<file path="src/rtl/ttc_pkg.sv">
// Shared constants and types of the triple timer/counter block.
// Assumes a single system clock with four clock phases per machine cycle.
package ttc_pkg;

   typedef logic [7:0]  ttc_byte_t;
   typedef logic [15:0] ttc_word_t;

   // Machine-cycle timing in system clocks.
   localparam int unsigned CLK_HZ         = 10_000_000;
   localparam int unsigned CLKS_PER_MC    = 4;
   localparam int unsigned MC_PER_SLOW    = 3;
   localparam logic [1:0]  PHASE_C3       = 2'h2;
   localparam logic [1:0]  PHASE_C4       = 2'h3;
   localparam logic [1:0]  PHASE_LAST     = 2'(CLKS_PER_MC - 1);
   localparam logic [1:0]  SLOW_LAST      = 2'(MC_PER_SLOW - 1);

   // Field positions inside the timer mode register.
   localparam int unsigned MODE0_LSB      = 0;
   localparam int unsigned CT0_BIT        = 2;
   localparam int unsigned GATE0_BIT      = 3;
   localparam int unsigned MODE1_LSB      = 4;
   localparam int unsigned CT1_BIT        = 6;
   localparam int unsigned GATE1_BIT      = 7;

   // Operating modes of timers zero and one.
   localparam logic [1:0]  MODE_13BIT     = 2'h0;
   localparam logic [1:0]  MODE_16BIT     = 2'h1;
   localparam logic [1:0]  MODE_RELOAD8   = 2'h2;
   localparam logic [1:0]  MODE_SPLIT     = 2'h3;

   // Count write selector codes.
   localparam logic [2:0]  SEL_LO0        = 3'h0;
   localparam logic [2:0]  SEL_HI0        = 3'h1;
   localparam logic [2:0]  SEL_LO1        = 3'h2;
   localparam logic [2:0]  SEL_HI1        = 3'h3;
   localparam logic [2:0]  SEL_LO2        = 3'h4;
   localparam logic [2:0]  SEL_HI2        = 3'h5;
   localparam logic [2:0]  SEL_CAPLO      = 3'h6;
   localparam logic [2:0]  SEL_CAPHI      = 3'h7;

   // Reset and limit values.
   localparam ttc_byte_t   BYTE_RST       = 8'h00;
   localparam ttc_word_t   WORD_RST       = 16'h0000;
   localparam ttc_word_t   WORD_MAX       = 16'hFFFF;
   localparam ttc_byte_t   BYTE_MAX       = 8'hFF;

   // Timer 2 operating modes, one-hot.
   typedef enum logic [3:0] {
      TMR2_CAPTURE = 4'h1,
      TMR2_RELOAD  = 4'h2,
      TMR2_UPDOWN  = 4'h4,
      TMR2_BAUD    = 4'h8
   } ttc_tmr2_mode_t;

endpackage : ttc_pkg

</file>
<file path="src/rtl/ttc_phase_if.sv">
// Carrier between the phase generator and the counting logic.
// Assumes both ends sit on the same clock.
`timescale 1ns/100ps
interface ttc_phase_if;
   logic       c3;
   logic       slow;
   logic [3:0] fall;
   logic       dir_up;

   modport src (output c3, output slow, output fall, output dir_up);
   modport dst (input c3, input slow, input fall, input dir_up);
endinterface : ttc_phase_if

</file>
<file path="src/rtl/ttc_phase.sv">
// Machine-cycle phase generator and C4 pin sampler with edge detection.
// Assumes pins are synchronous to clk.
`timescale 1ns/100ps
module ttc_phase
   import ttc_pkg::*;
(
   // Clock and reset
   input  wire logic       clk,
   input  wire logic       rst_n,
   // Sampled pins: count zero, count one, count two, external
   input  wire logic [3:0] pins,
   // Timing towards the counters
   ttc_phase_if.src        ph
);
   logic [1:0] phase_q;
   logic [1:0] slow_q;
   logic [3:0] samp_q;
   logic [3:0] prev_q;
   logic       at_c4;
   logic       mc_end;

   assign at_c4  = (phase_q == PHASE_C4);
   assign mc_end = (phase_q == PHASE_LAST);

   // Phase and the divide-by-three machine-cycle counter for the slow rate.
   always_ff @(posedge clk or negedge rst_n) begin
      if (!rst_n) begin
         phase_q <= 2'h0;
         slow_q  <= 2'h0;
      end else begin
         phase_q <= mc_end ? 2'h0 : phase_q + 2'h1;
         if (mc_end) begin
            slow_q <= (slow_q == SLOW_LAST) ? 2'h0 : slow_q + 2'h1;
         end
      end
   end

   // Pins are sampled once per machine cycle, at C4.
   always_ff @(posedge clk or negedge rst_n) begin
      if (!rst_n) begin
         samp_q <= 4'h0;
         prev_q <= 4'h0;
      end else if (at_c4) begin
         samp_q <= pins;
         prev_q <= samp_q;
      end
   end

   // The edge stays visible until the next C4, so the following C3 sees it.
   assign ph.c3     = (phase_q == PHASE_C3);
   assign ph.slow   = (slow_q == 2'h0);
   assign ph.fall   = prev_q & ~samp_q;
   assign ph.dir_up = samp_q[3];
endmodule : ttc_phase

</file>
<file path="src/rtl/ttc_top.sv">
// Three timer/counters: two classic four-mode timers and a capture timer.
// Assumes control bits and pins are synchronous levels on clk.
//
// Operation
// Sample count pins once per machine cycle; high then low is an edge.
// Counts change at C3, so an edge counts in the next cycle.
// Timer clock is one twelfth or one quarter rate per speed bit.
// Mode register bit 2 and bit 6 pick timer or counter.
// Mode 0 is thirteen bits: high byte plus five low bits.
// Timers count only when run and gate released or pin high.
// Mode 0 wrap from 1FFF sets the overflow flag.
// Mode 1 is mode 0 with a full sixteen-bit count.
// Mode 2 low byte wraps, sets flag, reloads from high byte.
// Timer zero mode 3 splits; high byte uses timer one run and flag.
// Timer one in mode 3 stops and holds its value.
// During split, timer one counts machine cycles with no flag.
// Timer 2 counts pin edges or divided clock; run bit gates it.
// Capture mode counts up and flags the wrap from FFFF.
// In capture mode an external edge copies the count and flags.
// Capture-clear bit zeros the timer 2 count after each capture.
// Up auto-reload mode reloads from capture registers on wrap.
// In up reload mode an external edge reloads and flags.
// Up/down mode direction follows external pin: high up, low down.
// Up/down wrap reloads; down match loads FFFF; both set flag.
// Up/down reloads toggle the event flag, which never interrupts.
// Baud mode reloads on wrap without flag; external edge flags.
// Timer 2 interrupt is overflow OR event flag; no hardware clear.
// Timer zero and one flags clear on service routine entry.
// Software count writes beat hardware updates in the same cycle.
`timescale 1ns/100ps
module ttc_top
   import ttc_pkg::*;
(
   // Clock and reset
   input  wire logic               clk,
   input  wire logic               rst_n,
   // Timers zero and one control
   input  wire ttc_pkg::ttc_byte_t timer_mode_reg,
   input  wire logic               timer_zero_run_bit,
   input  wire logic               timer_one_run_bit,
   input  wire logic               timer_zero_speed_bit,
   input  wire logic               timer_one_speed_bit,
   // Timer 2 control
   input  wire logic               timer2_run_bit,
   input  wire logic               timer2_source_select,
   input  wire logic               timer2_speed_bit,
   input  wire logic               capture_reload_select,
   input  wire logic               external_event_enable,
   input  wire logic               capture_clear_bit,
   input  wire logic               down_count_enable,
   input  wire logic               rx_baud_clock_select,
   input  wire logic               tx_baud_clock_select,
   // Flag clearing
   input  wire logic               timer_zero_flag_clear,
   input  wire logic               timer_one_flag_clear,
   input  wire logic               timer_zero_isr_entry,
   input  wire logic               timer_one_isr_entry,
   input  wire logic               timer2_flag_clear,
   input  wire logic               external_event_clear,
   // Count and capture register writes
   input  wire logic               count_write_en,
   input  wire logic [2:0]         count_write_sel,
   input  wire ttc_pkg::ttc_byte_t count_write_data,
   // Pins
   input  wire logic               count_pin_zero,
   input  wire logic               count_pin_one,
   input  wire logic               count_pin_two,
   input  wire logic               timer2_external_pin,
   input  wire logic               external_interrupt_pin_zero_n,
   input  wire logic               external_interrupt_pin_one_n,
   // Count values
   output logic [7:0]              timer_zero_low_byte,
   output logic [7:0]              timer_zero_high_byte,
   output logic [7:0]              timer_one_low_byte,
   output logic [7:0]              timer_one_high_byte,
   output logic [7:0]              timer2_low_byte,
   output logic [7:0]              timer2_high_byte,
   output logic [7:0]              capture_low_byte,
   output logic [7:0]              capture_high_byte,
   // Flags and interrupt
   output logic                    timer_zero_overflow_flag,
   output logic                    timer_one_overflow_flag,
   output logic                    timer2_overflow_flag,
   output logic                    external_event_flag,
   output logic                    timer2_irq
);
   import ttc_pkg::*;

   // One hardware step of a classic timer: {overflow, high, low}.
   function automatic logic [16:0] ttc_step(input logic [1:0] m,
      input ttc_byte_t h, input ttc_byte_t l, input logic en);
      logic [16:0] r;
      logic [13:0] s13;
      logic [16:0] s16;
      logic [8:0]  s8;
      r   = {1'b0, h, l};
      s13 = {1'b0, h, l[4:0]} + 14'h0001;
      s16 = {1'b0, h, l} + 17'h00001;
      s8  = {1'b0, l} + 9'h001;
      if (en) begin
         case (m)
            MODE_13BIT:   r = {s13[13], s13[12:5], l[7:5], s13[4:0]};
            MODE_16BIT:   r = s16;
            MODE_RELOAD8: r = s8[8] ? {1'b1, h, h} : {1'b0, h, s8[7:0]};
            default:      r = {s8[8], h, s8[7:0]};
         endcase
      end
      return r;
   endfunction : ttc_step

   ttc_phase_if ph ();

   ttc_phase u_phase (
      .clk   (clk),
      .rst_n (rst_n),
      .pins  ({timer2_external_pin, count_pin_two, count_pin_one,
               count_pin_zero}),
      .ph    (ph.src)
   );

   ttc_byte_t      lo_q [2];
   ttc_byte_t      hi_q [2];
   ttc_word_t      cnt2_q, cnt2_d, cap2_q, cap2_d;
   logic           tf0_q, tf1_q, tf2_q, external_event_flag_q, irq_q;
   logic           tf2_set, exf_set, exf_tog;
   ttc_tmr2_mode_t mode2;

   // Mode fields and the timer-or-counter choice.
   logic [1:0] mode_a, mode_b;
   logic       ct_a, ct_b, split;
   assign mode_a = timer_mode_reg[MODE0_LSB +: 2];
   assign mode_b = timer_mode_reg[MODE1_LSB +: 2];
   assign ct_a   = timer_mode_reg[CT0_BIT];
   assign ct_b   = timer_mode_reg[CT1_BIT] & ~split;
   assign split  = (mode_a == MODE_SPLIT);

   // Ticks land only at C3; a counter edge seen at C4 counts next cycle.
   logic fast_a, fast_b, tick_a, tick_b, run_a, run_b, en_a, en_b, en_hi0;
   assign fast_a = ph.c3 & (timer_zero_speed_bit | ph.slow);
   assign fast_b = ph.c3 & (timer_one_speed_bit | ph.slow);
   assign tick_a = ct_a ? (ph.c3 & ph.fall[0]) : fast_a;
   assign tick_b = ct_b ? (ph.c3 & ph.fall[1]) : fast_b;
   assign run_a  = timer_zero_run_bit &
      (~timer_mode_reg[GATE0_BIT] | external_interrupt_pin_zero_n);
   // While split, timer one has lost its run bit and just counts cycles.
   assign run_b  = split ? 1'b1 : timer_one_run_bit &
      (~timer_mode_reg[GATE1_BIT] | external_interrupt_pin_one_n);
   assign en_a   = tick_a & run_a;
   assign en_b   = tick_b & run_b & (mode_b != MODE_SPLIT);
   assign en_hi0 = split & fast_a & timer_one_run_bit;

   logic [16:0] step_a, step_b;
   ttc_byte_t   hi0_hw;
   logic        ov_a, ov_b, ov_hi0;
   assign step_a = ttc_step(mode_a, hi_q[0], lo_q[0], en_a);
   assign step_b = ttc_step(mode_b, hi_q[1], lo_q[1], en_b);
   assign ov_a   = step_a[16];
   assign ov_b   = step_b[16] & ~split;
   assign ov_hi0 = en_hi0 & (hi_q[0] == BYTE_MAX);
   assign hi0_hw = split ? (en_hi0 ? hi_q[0] + 8'h01 : hi_q[0])
                         : step_a[15:8];

   // Write strobes, one per byte.
   logic [7:0] wr_hit;
   assign wr_hit = count_write_en ? (8'h01 << count_write_sel) : 8'h00;

   // Classic timer bytes; a software write wins over the hardware step.
   always_ff @(posedge clk or negedge rst_n) begin
      if (!rst_n) begin
         lo_q[0] <= BYTE_RST;
         hi_q[0] <= BYTE_RST;
         lo_q[1] <= BYTE_RST;
         hi_q[1] <= BYTE_RST;
      end else begin
         lo_q[0] <= wr_hit[SEL_LO0] ? count_write_data : step_a[7:0];
         hi_q[0] <= wr_hit[SEL_HI0] ? count_write_data : hi0_hw;
         lo_q[1] <= wr_hit[SEL_LO1] ? count_write_data : step_b[7:0];
         hi_q[1] <= wr_hit[SEL_HI1] ? count_write_data : step_b[15:8];
      end
   end

   // Timer 2 mode decode; baud use takes precedence over the others.
   logic baud, tick2, ev2, wrap2;
   assign baud  = rx_baud_clock_select | tx_baud_clock_select;
   assign mode2 = baud ? TMR2_BAUD :
                  capture_reload_select ? TMR2_CAPTURE :
                  down_count_enable ? TMR2_UPDOWN : TMR2_RELOAD;
   assign tick2 = timer2_run_bit & (timer2_source_select ?
                  (ph.c3 & ph.fall[2]) :
                  (ph.c3 & (timer2_speed_bit | ph.slow)));
   assign ev2   = ph.c3 & external_event_enable & ph.fall[3];
   assign wrap2 = (cnt2_q == WORD_MAX);

   // Timer 2 next count, capture value and flag events.
   always_comb begin
      cnt2_d  = cnt2_q;
      cap2_d  = cap2_q;
      tf2_set = 1'b0;
      exf_set = 1'b0;
      exf_tog = 1'b0;
      case (mode2)
         TMR2_CAPTURE: begin
            if (tick2) begin
               cnt2_d  = cnt2_q + 16'h0001;
               tf2_set = wrap2;
            end
            if (ev2) begin
               cap2_d  = cnt2_q;
               exf_set = 1'b1;
               if (capture_clear_bit) begin
                  cnt2_d = WORD_RST;
               end
            end
         end
         TMR2_RELOAD: begin
            if (tick2) begin
               cnt2_d  = wrap2 ? cap2_q : cnt2_q + 16'h0001;
               tf2_set = wrap2;
            end
            if (ev2) begin
               cnt2_d  = cap2_q;
               exf_set = 1'b1;
            end
         end
         TMR2_UPDOWN: begin
            if (tick2 && ph.dir_up) begin
               cnt2_d  = wrap2 ? cap2_q : cnt2_q + 16'h0001;
               tf2_set = wrap2;
            end else if (tick2) begin
               cnt2_d  = (cnt2_q == cap2_q) ? WORD_MAX
                                            : cnt2_q - 16'h0001;
               tf2_set = (cnt2_q == cap2_q);
            end
            exf_tog = tf2_set;
         end
         TMR2_BAUD: begin
            if (tick2) begin
               cnt2_d = wrap2 ? cap2_q : cnt2_q + 16'h0001;
            end
            exf_set = ev2;
         end
         default: begin
            cnt2_d = cnt2_q;
         end
      endcase
      if (wr_hit[SEL_LO2]) cnt2_d[7:0]  = count_write_data;
      if (wr_hit[SEL_HI2]) cnt2_d[15:8] = count_write_data;
      if (wr_hit[SEL_CAPLO]) cap2_d[7:0]  = count_write_data;
      if (wr_hit[SEL_CAPHI]) cap2_d[15:8] = count_write_data;
   end

   // Flags: a set in the same cycle as a clear always wins.
   logic tf0_d, tf1_d, tf2_d, external_event_flag_d;
   assign tf0_d  = ov_a | (tf0_q &
      ~(timer_zero_flag_clear | timer_zero_isr_entry));
   assign tf1_d  = ov_b | ov_hi0 | (tf1_q &
                   ~(timer_one_flag_clear | timer_one_isr_entry));
   assign tf2_d  = tf2_set | (tf2_q & ~timer2_flag_clear);
   assign external_event_flag_d = exf_tog ? ~external_event_flag_q :
                   (exf_set | (external_event_flag_q & ~external_event_clear));

   always_ff @(posedge clk or negedge rst_n) begin
      if (!rst_n) begin
         cnt2_q <= WORD_RST;
         cap2_q <= WORD_RST;
         tf0_q  <= 1'b0;
         tf1_q  <= 1'b0;
         tf2_q  <= 1'b0;
         external_event_flag_q <= 1'b0;
         irq_q  <= 1'b0;
      end else begin
         cnt2_q <= cnt2_d;
         cap2_q <= cap2_d;
         tf0_q  <= tf0_d;
         tf1_q  <= tf1_d;
         tf2_q  <= tf2_d;
         external_event_flag_q <= external_event_flag_d;
         irq_q  <= tf2_d | (external_event_flag_d & (mode2 != TMR2_UPDOWN));
      end
   end

   // Outputs all come from the registers above.
   assign timer_zero_low_byte      = lo_q[0];
   assign timer_zero_high_byte     = hi_q[0];
   assign timer_one_low_byte       = lo_q[1];
   assign timer_one_high_byte      = hi_q[1];
   assign timer2_low_byte          = cnt2_q[7:0];
   assign timer2_high_byte         = cnt2_q[15:8];
   assign capture_low_byte         = cap2_q[7:0];
   assign capture_high_byte        = cap2_q[15:8];
   assign timer_zero_overflow_flag = tf0_q;
   assign timer_one_overflow_flag  = tf1_q;
   assign timer2_overflow_flag     = tf2_q;
   assign external_event_flag      = external_event_flag_q;
   assign timer2_irq               = irq_q;
endmodule : ttc_top

</file>
<file path="config.mk">
export PLATFORM = sky130hd
export DESIGN_NAME = ttc_top
export DESIGN_NICKNAME = d
export VERILOG_FILES = /design/src/rtl/ttc_pkg.sv /design/src/rtl/ttc_phase_if.sv /design/src/rtl/ttc_phase.sv /design/src/rtl/ttc_top.sv
export SDC_FILE = /design/constraint.sdc
export NUM_CORES = 1
export LEC_CHECK = 0
export ABC_AREA = 1
export BUFFER_PORTS_ARGS = -buffer_cell sky130_fd_sc_hd__buf_4
export CAP_MARGIN = 5
export CORE_MARGIN = 2
export CORE_UTILIZATION = 55
export CTS_BUF_LIST = sky130_fd_sc_hd__clkbuf_4 sky130_fd_sc_hd__clkbuf_8
export CTS_CLUSTER_DIAMETER = 150
export DETAILED_ROUTE_END_ITERATION = 8
export PLACE_DENSITY = 0.77
export SYNTH_ARGS = -nofsm -noshare
export SYNTH_HDL_FRONTEND = slang
export SYNTH_SLANG_ARGS = --single-unit
</file>
<file path="constraint.sdc">
create_clock -name clk -period 3.4 [get_ports clk]
set_input_delay 0.17 -clock clk [delete_from_list [all_inputs] [get_ports clk]]
set_output_delay 0.17 -clock clk [all_outputs]
set_load 0.02 [all_outputs]
</file>
# Word level (Yosys, flattened, before mapping)
# Cells that the tools add are included.
# Widths: inputs -> output; s select.
# op_classes
n_eq_ne,24
muxes,46
addsub,11
n_bitwise,48
shifts,1
n_reduce_logical,25
# ops
op,count
$mux 16,11
$pmux 17 s3,2
$mux 8,11
$mux 17,4
$pmux 16 s4,1
$add 16x1->17 const B,2
$add 13x1->14 const B,2
$and 1x1->1,24
$add 8x1->9 const B,2
$add 16x1->16 const B,1
$eq 16x16->1,1
$eq 16x16->1 const B,1
$sub 16x1->16 const B,1
$or 1x1->1,14
$reduce_bool 2->1,7
$eq 2x2->1 const B,6
$reduce_and 2->1,6
$mux 1,10
$reduce_bool 5->1,2
$add 8x1->8 const B,1
$eq 8x8->1 const B,1
$ne 2x2->1 const B,4
$ne 4x4->1 const B,2
$not 1->1,8
other kinds (23),31
# word_totals
wordCells,174
out_inout_bits,69
ff_bits,81

# Logic depth before layout (Yosys ltp)
# Gate-level depths: netlist of run 1.
# depth
ltp_word,11
ltp_mapped,15

# Modules after synthesis
# A second synthesis of run 1 with hierarchy kept.
# unflattened
hier_cells,1302
area_unflattened_um2,7626.1
# modules_own_cells
module,area_each_um2,cells_each,seq_area_each_um2,instances
ttc_top,7128.1,1247,1726.7,1
ttc_phase,498.0,55,300.3,1

# Least setup slack after synthesis of run 1
# No wires, ideal clock.
# synth_timing
path_kind,register to register
start,reg cnt2_q[1]
end,reg cnt2_q[1]
path_slack_ns,1.513
period_less_slack_ns,1.887
arrival_ns,1.770
stages_incl_launch_ff,15
required_ns,3.283
path_cell_list,dfrtp_1 -> ha_1 -> nand2_1 -> nor2_4 -> nand2_4 -> nor2_8 -> nand2_1 -> o21ai_2 -> nand2_1 -> nand2_1 -> nand2_1 -> nand2_1 -> nand4_1 -> nand2_1 -> nand2_1
# synth_via
elab_chain_len,6
word_cells_on_any_way,15
# synth_rtl
element,line_no,rtl
"start, declared",ttc_top.sv:123,"ttc_word_t cnt2_q, cnt2_d, cap2_q, cap2_d;"
"start signal, assigned",ttc_top.sv:272,cnt2_q <= cnt2_d;
$sub 16x1->16 (tied with other cells),ttc_top.sv:231,: cnt2_q - 16'h0001;
$mux 16 (on tied branches) (2 in a row),--,
$mux 16 (on tied branches),"ttc_top.sv:226, ttc_top.sv:207, ttc_top.sv:220",
$pmux 16 s4 *,ttc_top.sv:201,case (mode2)
$mux 8 *,ttc_top.sv:246,if (wr_hit[SEL_LO2]) cnt2_d[7:0] = count_write_data;
# Mark *: on every way between the ends. The rest lies on a longest branch, timed or not. The select of a mux whose other input is x is not followed.
# A chain may end at the register's enable or synchronous reset.

# Worst setup path after layout of run 1
# layout_timing
start,reg u_phase.phase_q[0]
end,reg cap2_q[10]
# layout_via
elab_chain_len,5
# layout_rtl
element,line_no,rtl
"start, declared",ttc_phase.sv:15,logic [1:0] phase_q;
"start signal, assigned",ttc_phase.sv:31,phase_q <= mc_end ? 2'h0 : phase_q + 2'h1;
$eq 2x2->1,ttc_phase.sv:50,assign ph.c3 = (phase_q == PHASE_C3);
$and 1x1->1 (2 in a row),ttc_top.sv:191,assign ev2 = ph.c3 & external_event_enable & ph.fall[3];
$reduce_bool 2->1 (no line),--,
$reduce_and 2->1 (no line),--,
"end signal, assigned",ttc_top.sv:273,cap2_q <= cap2_d;
"end, declared",ttc_top.sv:123,
# No other way between the ends.

==> results of run 1 <==
## worst min-delay path, cell delays in order
cell	delay, ns
buf_4	0.08
nand2_1	0.04
o21ai_0	0.06
## how the worst max path moves through the flow
stage,startpoint,to,slack (ns),cells past startpoint
after global placement,tx_baud_clock_select,cnt2_q[8],1.07,10
after floorplan,cnt2_q[1],cnt2_q[1],1.51,14
after detailed placement,u_phase.phase_q[0],cap2_q[5],1.06,9
after global routing,u_phase.phase_q[0],cap2_q[1],0.74,9
final,u_phase.phase_q[0],cap2_q[10],0.97,9
after CTS,u_phase.phase_q[0],cap2_q[2],1.03,9
## layer usage
layer,GRT usage (%),part of all wire [%]
met1,51.15,42
met2,58.74,44
met3,7.063,9.7
met4,14.30,3.5
met5,0,0
## cell families (layout without fill, tap and decap cells)
| kind of cell | Yosys count | after routing | synth area share [%] |
|---|---|---|---|
| AOI/OAI and AO/OA | 236 | 236 | 17.11 |
| DFF | 81 | 81 | 26.10 |
| xor gates and xnor gates | 16 | 16 | 1.804 |
| buffers and inverters | 182 | 284 | 9.844 |
| and+or+nand+nor | 767 | 767 | 44.01 |
| adders and majority gates | 7 | 7 | 1.128 |
## final cells by class
type	count	share of cell area, %
clock inverter	4	0.3374
clock buffer	11	1.561
tap	180	2.531
inverter	141	6.017
sequential	81	22.78
timing repair buffer	128	10.88
multi-input combinational	1026	55.90
## through the flow
stage               hold slack [ns]  setup slack [ns]  total power, mW
finish                     0.007564            0.9730            4.327
global route                0.02377            0.7402            4.601
CTS                       0.0007089             1.025            4.276
detailed placement           0.3145             1.056            3.596
global placement             0.3076             1.072            3.583
floorplan                   -0.1256             1.513            2.809
## state kept, by name (all words and copies together) (netlist names)
register	count
cnt2_q	16
timer2_irq	1
timer_one_high_byte	8
u_phase.slow_q	2
timer_zero_overflow_flag	1
u_phase.prev_q	4
u_phase.phase_q	2
timer2_overflow_flag	1
timer_one_low_byte	8
external_event_flag	1
timer_one_overflow_flag	1
cap2_q	16
timer_zero_high_byte	8
u_phase.samp_q	4
timer_zero_low_byte	8
## power by group
| part | total, mW | internal, mW | leakage, nW | switching, mW |
|---|---|---|---|---|
| logic | 2.02 | 0.742 | 3.45 | 1.28 |
| registers | 1.62 | 1.16 | 1.02 | 0.456 |
| clock network | 0.693 | 0.282 | 0.0866 | 0.411 |
## cells in the final DEF, fill, tap and decap left out, drive strengths merged, types with 2 or more instances in the layout
cell           n
nand2        461
o31ai          3
dlygate4sd3    3
nand3        144
or2            2
o22ai          5
a31oi          4
o211ai        35
o21ai        106
nor2         115
xor2          14
ha             7
clkinv         5
nand4         32
nand3b         2
o2111ai        4
clkbuf        11
xnor2          2
a21oi         75
dfrtp         81
nor3           9
inv          139
buf          125
==> flow_metrics.tcl, run 1 <==
set metrics [dict create \
    clk_pin_slew_worst_paths_ns 0.09 \
    dpl.cell_count 1553 \
    diodes 0 \
    drive_above_1_share_pct 13.73 \
    hold_depth 3 \
    ir_drop_uv 232.7 \
    place_hpwl_um 20620 \
    cts_resized 0 \
    r2r_end "cap2_q[10]" \
    r2r_cells 9 \
    status "finished, final reports clean" \
    fin_cells 1571 \
    multi_input_area_um2 4975 \
    fin_util_pct 64.37 \
    die_area_um2 15090 \
    rsz0062_at_grt "no" \
    ys_top_cells_by_area "dfrtp_1 26%, nand2_1 22%, nand3_1 9.0%" \
    fp.dieW_um 122.8 \
    cts_sinks 81 \
    io_pins 116 \
    grt_pass1_vias 8473 \
    p_leak_nw 4.559 \
    ys_seq_elements 81 \
    max_freq_ghz 0.4120 \
    yosys_warnings 0 \
    mappedNetlistNets 1343 \
    dr.pass1.iters 8 \
    post-cts-setup-buffers 0 \
    min_period_over_period_pct 71.38 \
    clock_latency_ns 0.38 \
    num-fill-cells 1352 \
    portBuffers 115 \
    synthTopCellsByCount "451 x nand2_1, 139 x nand3_1, 131 x inv_1" \
    netlist_area_um2 7766 \
    synth.most_common_cell "nand2_1" \
    drv_cap 0 \
    route.detailed.drc 0 \
    grt_usage_pct 37.46 \
    drtIter0Drc 1218 \
    cp_top_family "buffers and inverters" \
    routed_wl_um 28070 \
    stdcell_area_um2 8900 \
    cp-start-kind "flip-flop" \
    coreArea_um2 13830 \
    hold_end "u_phase.samp_q[0]" \
    critPathRequiredTime_ns 3.64 \
    critical_path_class "flip-flop to flip-flop" \
    path_cells "inv_1, ha_1, nand4_4, buf_4, clkinv_1, nand2_1, nand2_1, o211ai_1, o21ai_0" \
    power_density_nw_per_um2 486.2 \
    finalClockSkew_ns 0.01181 \
    fin_nets 1441 \
    max_stage_delay_ns 0.38 \
    cts_buffer_depth 2 \
    ys.flop_type "dfrtp_1" \
    synth_top_area_share_pct 26.10 \
    row_count 43 \
    fp.dieH_um 122.8 \
    root_buffer "clkbuf_8" \
    synth_area_per_cell_um2 6.025 \
    r2r_slack_ns 0.97 \
    gp_congestion 1.005 \
    worstHoldStart "count_pin_zero" \
    start_util_pct 56.17 \
    worst-path-buf-inv 3 \
    setup.worst_path.end_class "flip-flop" \
    slew_viol_final 0 \
    antenna_found_initial 0 \
    ys_seq_area_share_pct 26.10 \
    grt_pass1_wl_um 43620 \
    crit_top_cell "nand2_1" \
    grt_overflow 0 \
    hold_violations 0 \
    async_flop_share_pct 100.0 \
    crit_slowest_cell "dfrtp_1" \
    synthCells 1289 \
    cts-buffers-inserted 9 \
    rr_startpoint "u_phase.phase_q[0]" \
    cts_hold_buf 3 \
    hp-class "primary input to flip-flop" \
    slew_headroom_pct 43.50 \
    routed_via_density 5.977 \
    synth_cell_types 47 \
    crit_arrival_ns 2.66 \
    tightest_slew_ns 0.8476 \
    cts_tree "built" \
    min_period_ns 2.427 \
    drtAntennaViolNets 0 \
    cts.htree.levels 3 \
    synth-edff-count 0 \
    crit_fanout 26 \
    vias 9390 \
    finalSetupViolations 0 \
    grt_max_degree 60 \
    area_delta_synth_final_pct 14.60 \
    place_area_um2 8701 \
    fin_tns_setup_ns 0 \
    register_area_um2 2027 \
    avgRoutedWirePerCell_um 17.87 \
    yosysTopAreaCell "dfrtp_1" \
]
Note: power is estimated with default switching activity, not from simulation.
==> inputs of run 2 (changes only) <==
--- a/config.mk
+++ b/config.mk
@@ -5,15 +5,15 @@
 export SDC_FILE = /design/constraint.sdc
 export NUM_CORES = 1
 export LEC_CHECK = 0
-export ABC_AREA = 1
+export ABC_AREA = 0
 export BUFFER_PORTS_ARGS = -buffer_cell sky130_fd_sc_hd__buf_4
 export CAP_MARGIN = 5
 export CORE_MARGIN = 2
-export CORE_UTILIZATION = 55
+export CORE_UTILIZATION = 54
 export CTS_BUF_LIST = sky130_fd_sc_hd__clkbuf_4 sky130_fd_sc_hd__clkbuf_8
 export CTS_CLUSTER_DIAMETER = 150
 export DETAILED_ROUTE_END_ITERATION = 8
-export PLACE_DENSITY = 0.77
+export PLACE_DENSITY = 0.8
 export SYNTH_ARGS = -nofsm -noshare
 export SYNTH_HDL_FRONTEND = slang
 export SYNTH_SLANG_ARGS = --single-unit
==> constraint.sdc (replaced) <==
create_clock -name clk -period 2.2 [get_ports clk]
set_input_delay 0.11 -clock clk [delete_from_list [all_inputs] [get_ports clk]]
set_output_delay 0.11 -clock clk [all_outputs]
set_load 0.02 [all_outputs]
==> run 2 against run 1 <==
Compared with the run above:
- sequential power grew 31%
- die area shrank 9.5%
- critical path depth stayed put
- setup slack lost 1.0 ns
- flip-flop and latch count did not move
- the run now ends with setup timing left
- core utilization rose by 13 points
==> flow_metrics.tcl, run 2 <==
set metrics [dict create \
    status "finished with violations" \
    violations "setup timing" \
    cts_tree "built" \
    power.share.clock_pct 16.2 \
    crit_fanout 6 \
    min_period_ns 2.243 \
    synth.most_common_cell "nor2_1" \
    path_cells "xor2_1, nor4_2, buf_4, nand4_1, buf_4, and2_4, buf_4, a211o_1, a21oi_2" \
    setup.worst_path.end_class "flip-flop" \
    grt_usage_pct 40.00 \
    finalHoldWorstSlack_ns 0.01894 \
    route.detailed.drc 0 \
    grt_overflow 0 \
    row_count 41 \
    max_freq_ghz 0.4459 \
    crit_slowest_cell "dfrtp_2" \
    avgRoutedWirePerCell_um 21.20 \
    drtAntennaViolNets 0 \
    ys.flop_type "dfrtp_1" \
    drtIter0Drc 1045 \
    pwr-share-seq_pct 31.2 \
    async_flop_share_pct 100.0 \
    fin_tns_setup_ns -0.1083 \
    drv_cap 0 \
    clock_latency_ns 0.40 \
    vias 8368 \
    switching_power_mw 2.984 \
    root_buffer "clkbuf_8" \
    die_area_um2 13660 \
    routed_via_density 6.339 \
    start_util_pct 54.97 \
    synth_cell_types 75 \
    fin_ws_ns -0.04264 \
    power_density_nw_per_um2 704.3 \
    critPathRequiredTime_ns 2.53 \
    tightest_slew_ns 0.7520 \
    sw_frac_of_total_pct 43.87 \
    critical_path_class "flip-flop to flip-flop" \
    final_common_cell "buf_4" \
    synthTopCellsByCount "100 x nor2_1, 89 x nand2_1, 82 x a21oi_1" \
    synth_top_area_share_pct 29.46 \
    finalSetupViolations 7 \
    ys_seq_area_share_pct 29.46 \
    fp.dieH_um 116.9 \
    hp-class "primary input to flip-flop" \
    cts_sinks 81 \
    mappedNetlistNets 949 \
    crit_top_cell "buf_4" \
    final_cell_mix "288 x buf_4, 92 x nor2_1, 85 x nand2_1, 79 x a21oi_1, 78 x dfrtp_1" \
    rsz0062_at_grt "yes" \
    p_int_mw 3.818 \
    clk_pin_slew_worst_paths_ns 0.09 \
    hold_violations 0 \
    cts.htree.levels 3 \
    cp-start-kind "flip-flop" \
    finalClockSkew_ns 0.01207 \
    reg.largest.list "cap2_q: 16 flops, cnt2_q: 16 flops" \
    cts_buffer_depth 2 \
    cts-buffers-inserted 9 \
    slew_viol_final 0 \
    io_pins 116 \
    yosysTopAreaCell "dfrtp_1" \
    gp_congestion 1.039 \
    netlist_area_um2 6880 \
    portBuffers 115 \
    dr.pass1.iters 6 \
    grt_pass1_vias 7563 \
    crit_arrival_ns 2.57 \
    place_hpwl_um 19910 \
    grt_pass1_wl_um 41350 \
    drive_above_1_share_pct 35.63 \
    ys_top_cells_by_area "dfrtp_1 29%, a21oi_1 6.0%, nor2_1 5.5%" \
    p_leak_nw 4.166 \
    grt_max_degree 38 \
    yosys_warnings 0 \
    slew_headroom_pct 49.48 \
    coreArea_um2 12520 \
    synth_area_per_cell_um2 7.688 \
    synthCells 895 \
    ys_seq_elements 81 \
    power_frac_comb_pct 52.6 \
    synth-edff-count 0 \
    diodes 0 \
    max_stage_delay_ns 0.44 \
    routed_wl_um 27980 \
    area_delta_synth_final_pct 40.35 \
    min_period_over_period_pct 101.9 \
    ir_drop_uv 566.4 \
    fp.dieW_um 116.9 \
    fin_nets 1197 \
    antenna_found_initial 0 \
]
[run 2: kinds of logic after synthesis]
kind of cell | synth area share [%]
adder cells (fa/ha/maj) | 1.273
AO/OA/AOI/OAI | 26.28
buffers and inverters | 5.965
flip-flops | 29.46
AND/OR/NAND/NOR | 24.91
XOR/XNOR | 7.256
multiplexers | 4.855
[run 2: cell type report]
class	count	area [µm²]
clock buffers	11	145.1
clock inverters	5	37.54
fillers	954	2860
inverters	22	82.58
multi-input cells	723	4778
flip-flops and latches	81	2031
well taps	172	215.2
repair buffers	306	2367
[run 2: worst paths after layout]
check	start	end	slack [ns]	cells after the start
min in group asynchronous	rst_n	timer_zero_high_byte[2]	0.21	2
hold reg to reg	external_event_flag	external_event_flag	0.48	1
hold / removal	count_write_data[6]	timer_zero_low_byte[6]	0.02	3
max in group asynchronous	rst_n	cnt2_q[9]	1.36	3
setup reg to reg	cnt2_q[0]	cnt2_q[15]	-0.04	9
setup / recovery	cnt2_q[0]	cnt2_q[15]	-0.04	9
[run 2: power groups by stage]
stage	sequential, mW	clock, mW	combinational [mW]
6_report	2.12	1.10	3.58
5_1_grt	2.15	1.16	3.81
4_1_cts	2.10	1.10	3.32
3_5_place_dp	2.13	0	3.25
3_3_place_gp	2.13	0	3.24
2_1_floorplan	2.45	0	1.42
[run 2: through the flow]
step	setup WS [ns]	utilization, %	instances	instance area (µm²)	power, mW
6_report	-0.04264	77.15	1320	9657	6.802
5_1_grt	-0.1776	77.15	1320	9657	7.118
2_1_floorplan	-0.03952	-	895	6887	3.862
3_5_place_dp	-0.2325	71.53	1284	8954	5.383
4_1_cts	-0.01658	74.34	1310	9305	6.524
3_3_place_gp	-0.1747	71.53	1284	8954	5.363
[run 2: metal layers]
layer  wire length, µm  track usage, %  vias up
li1                  -               -     3794
met3              2888           9.784      117
met4              1341           17.96        0
met2             12200           59.23      526
met1             11560           55.51     3931
met5                 0               0        -
[run 2: worst max-delay path, delay by kind of cell, from the launching register on]
family	cells	cell delay, ns
compound gates	2	0.43
flops	1	0.44
buf+inv	3	0.51
simple gates	3	0.60
xor+xnor	1	0.19
[run 2: timing repair]
item                       4_1_cts  5_1_grt
pin swaps                        9       27
hold buffers                     7        0
setup buffers                    2       10
hold endpoints to repair        40        0
setup endpoints to repair       19       30
gates cloned                     1        1
gates resized for setup         21       65
==> inputs of run 3 (changes only) <==
--- a/config.mk
+++ b/config.mk
@@ -6,14 +6,14 @@
 export NUM_CORES = 1
 export LEC_CHECK = 0
 export ABC_AREA = 0
-export BUFFER_PORTS_ARGS = -buffer_cell sky130_fd_sc_hd__buf_4
 export CAP_MARGIN = 5
 export CORE_MARGIN = 2
-export CORE_UTILIZATION = 54
+export CORE_UTILIZATION = 55
 export CTS_BUF_LIST = sky130_fd_sc_hd__clkbuf_4 sky130_fd_sc_hd__clkbuf_8
 export CTS_CLUSTER_DIAMETER = 150
 export DETAILED_ROUTE_END_ITERATION = 8
-export PLACE_DENSITY = 0.8
+export DONT_BUFFER_PORTS = 1
+export PLACE_DENSITY = 0.7
 export SYNTH_ARGS = -nofsm -noshare
 export SYNTH_HDL_FRONTEND = slang
 export SYNTH_SLANG_ARGS = --single-unit
==> constraint.sdc (replaced) <==
create_clock -name clk -period 2.9 [get_ports clk]
set_input_delay 0.145 -clock clk [delete_from_list [all_inputs] [get_ports clk]]
set_output_delay 0.145 -clock clk [all_outputs]
set_load 0.02 [all_outputs]
==> run 3 against run 2 <==
Compared with the run above:
- sequential power is 12% lower
- critical path type unchanged
- first-iteration DRC count is 8.6% higher
- power is 34% lower
- largest cell class unchanged
- clock skew is 0.011 ns higher
- setup slack better by 0.26 ns
- clock power is 15% lower
- the run now ends clean
==> flow_metrics.tcl, run 3 (synthesized netlist as in run 2, its figures left out) <==
set metrics [dict create \
    final_common_cell "nor2_1" \
    clock_latency_ns 0.40 \
    multi_input_area_um2 4448 \
    route.detailed.drc 0 \
    drive_above_1_share_pct 12.86 \
    busiest_layer "met2" \
    finalClockSkew_ns 0.02259 \
    status "finished, final reports clean" \
    slew_headroom_pct 46.77 \
    drtIter0Drc 1135 \
    fin_util_pct 63.45 \
    root_buffer "clkbuf_8" \
    register_area_um2 2027 \
    vias 7541 \
    row_count 40 \
    fin_nets 974 \
    finalSetupViolations 0 \
    p_leak_nw 3.017 \
    p_int_mw 2.419 \
    cts_buffer_depth 2 \
    pre_cts_ws_ns 0.1916 \
    reg.largest.list "cap2_q: 16 flops, cnt2_q: 16 flops" \
    dpl.cell_count 1059 \
    crit_fanout 7 \
    critPathRequiredTime_ns 3.23 \
    slew_viol_final 0 \
    post-cts-setup-buffers 0 \
    grt_usage_pct 40.16 \
    grt_max_degree 82 \
    io_pins 116 \
    crit_arrival_ns 3.01 \
    sw_frac_of_total_pct 46.02 \
    power_frac_comb_pct 37.5 \
    avgRoutedWirePerCell_um 24.24 \
    hold_violations 0 \
    dr.pass1.iters 6 \
    pwr-share-seq_pct 41.6 \
    met1_usage_pct 55.79 \
    cts.htree.levels 3 \
    finalPower_mw 4.482 \
    clk_pin_slew_worst_paths_ns 0.10 \
    power.share.clock_pct 20.8 \
    area_delta_synth_final_pct 11.69 \
    antenna_found_initial 0 \
    grt_pass1_wl_um 40740 \
    hp-class "primary input to flip-flop" \
    cts-buffers-inserted 9 \
    setup.worst_path.end_class "flip-flop" \
    routed_wl_um 26520 \
    drtAntennaViolNets 0 \
    grt_overflow 0 \
    portBuffers 0 \
    power_density_nw_per_um2 583.2 \
    fp.dieW_um 115.8 \
    cts_tree "built" \
    critical_path_class "flip-flop to flip-flop" \
    min_period_over_period_pct 92.54 \
    fin_ws_ns 0.2162 \
    cts_sinks 81 \
    switching_power_mw 2.063 \
    drv_cap 0 \
    fp.dieH_um 115.8 \
    gp_congestion 1.033 \
    die_area_um2 13420 \
    grtUsageMet2_pct 61.09 \
    min_period_ns 2.684 \
    tightest_slew_ns 0.7924 \
    place_hpwl_um 18560 \
    grt_pass1_vias 7135 \
    cp-start-kind "flip-flop" \
    coreArea_um2 12110 \
    max_freq_ghz 0.3726 \
    fin_cells 1094 \
    final_cell_mix "100 x nor2_1, 89 x nand2_1, 82 x a21oi_1, 81 x dfrtp_1, 65 x buf_4" \
    num-fill-cells 1066 \
    ir_drop_uv 530.9 \
    fin_tns_setup_ns 0 \
    routed_via_density 6.893 \
    met3_usage_pct 8.682 \
    start_util_pct 56.81 \
    rsz0062_at_grt "no" \
]
[run 3: path summary, 6_finish.rpt]
path                                startpoint            endpoint  cells after the start  slack [ns]
max                                  cnt2_q[3]          cnt2_q[10]                      9        0.22
min                        count_write_data[6]           cnt2_q[6]                      2       0.005
max reg2reg                          cnt2_q[3]          cnt2_q[10]                      9        0.22
min reg2reg                 u_phase.phase_q[0]  u_phase.phase_q[0]                      1        0.47
max in group asynchronous                rst_n           cap2_q[1]                      2        2.16
min in group asynchronous                rst_n          cnt2_q[15]                      2        0.35
[run 3: power by group through the flow]
| stage | sequential, mW | clock [mW] | combinational (mW) |
|---|---|---|---|
| after floorplan | 1.85 | 0 | 1.07 |
| after global placement | 1.86 | 0 | 1.54 |
| after detailed placement | 1.87 | 0 | 1.56 |
| after CTS | 1.85 | 0.935 | 1.64 |
| after global routing | 1.90 | 0.987 | 1.82 |
| final | 1.87 | 0.933 | 1.68 |
[run 3: final cells by class]
cell class                 instances  area share [%]
multi-input combinational        722           57.88
tap                              168           2.735
sequential                        81           26.38
timing repair buffer              84           9.183
inverter                          22           1.075
antenna                            1         0.03256
clock inverter                     7           1.107
clock buffer                       9           1.612
[run 3: through the flow]
| step | hold slack [ns] | area [µm²] |
|---|---|---|
| 6_report | 0.004646 | 7685 |
| 5_1_grt | 0.01601 | 7682 |
| 4_1_cts | 0.0008354 | 7677 |
| 3_5_place_dp | -0.1489 | 7271 |
| 3_3_place_gp | -0.1490 | 7271 |
| 2_1_floorplan | -0.1506 | 6880 |
[run 3: per-layer routing]
layer / vias up / wire (µm) / share of wire, %
met4: 0 / 1034 / 3.9
met5: - / 0 / 0
met1: 3623 / 10880 / 41
met3: 91 / 2857 / 11
li1: 3331 / - / -
met2: 496 / 11750 / 44
[run 3: worst max-delay path: stages, from the launching register on]
cell and delay (ns):
dfrtp_1 0.55, xor2_1 0.21, nor4_1 0.36, buf_4 0.21, nand4_1 0.26, and2_2 0.36
buf_4 0.19, a211oi_1 0.24, a311oi_1 0.08, a21oi_1 0.16
[run 3: timing repair]
item | in CTS | in global routing
hold endpoints to repair | 142 | 0
gates resized for setup | 0 | 3
hold buffers | 18 | 0
setup endpoints to repair | 0 | 2
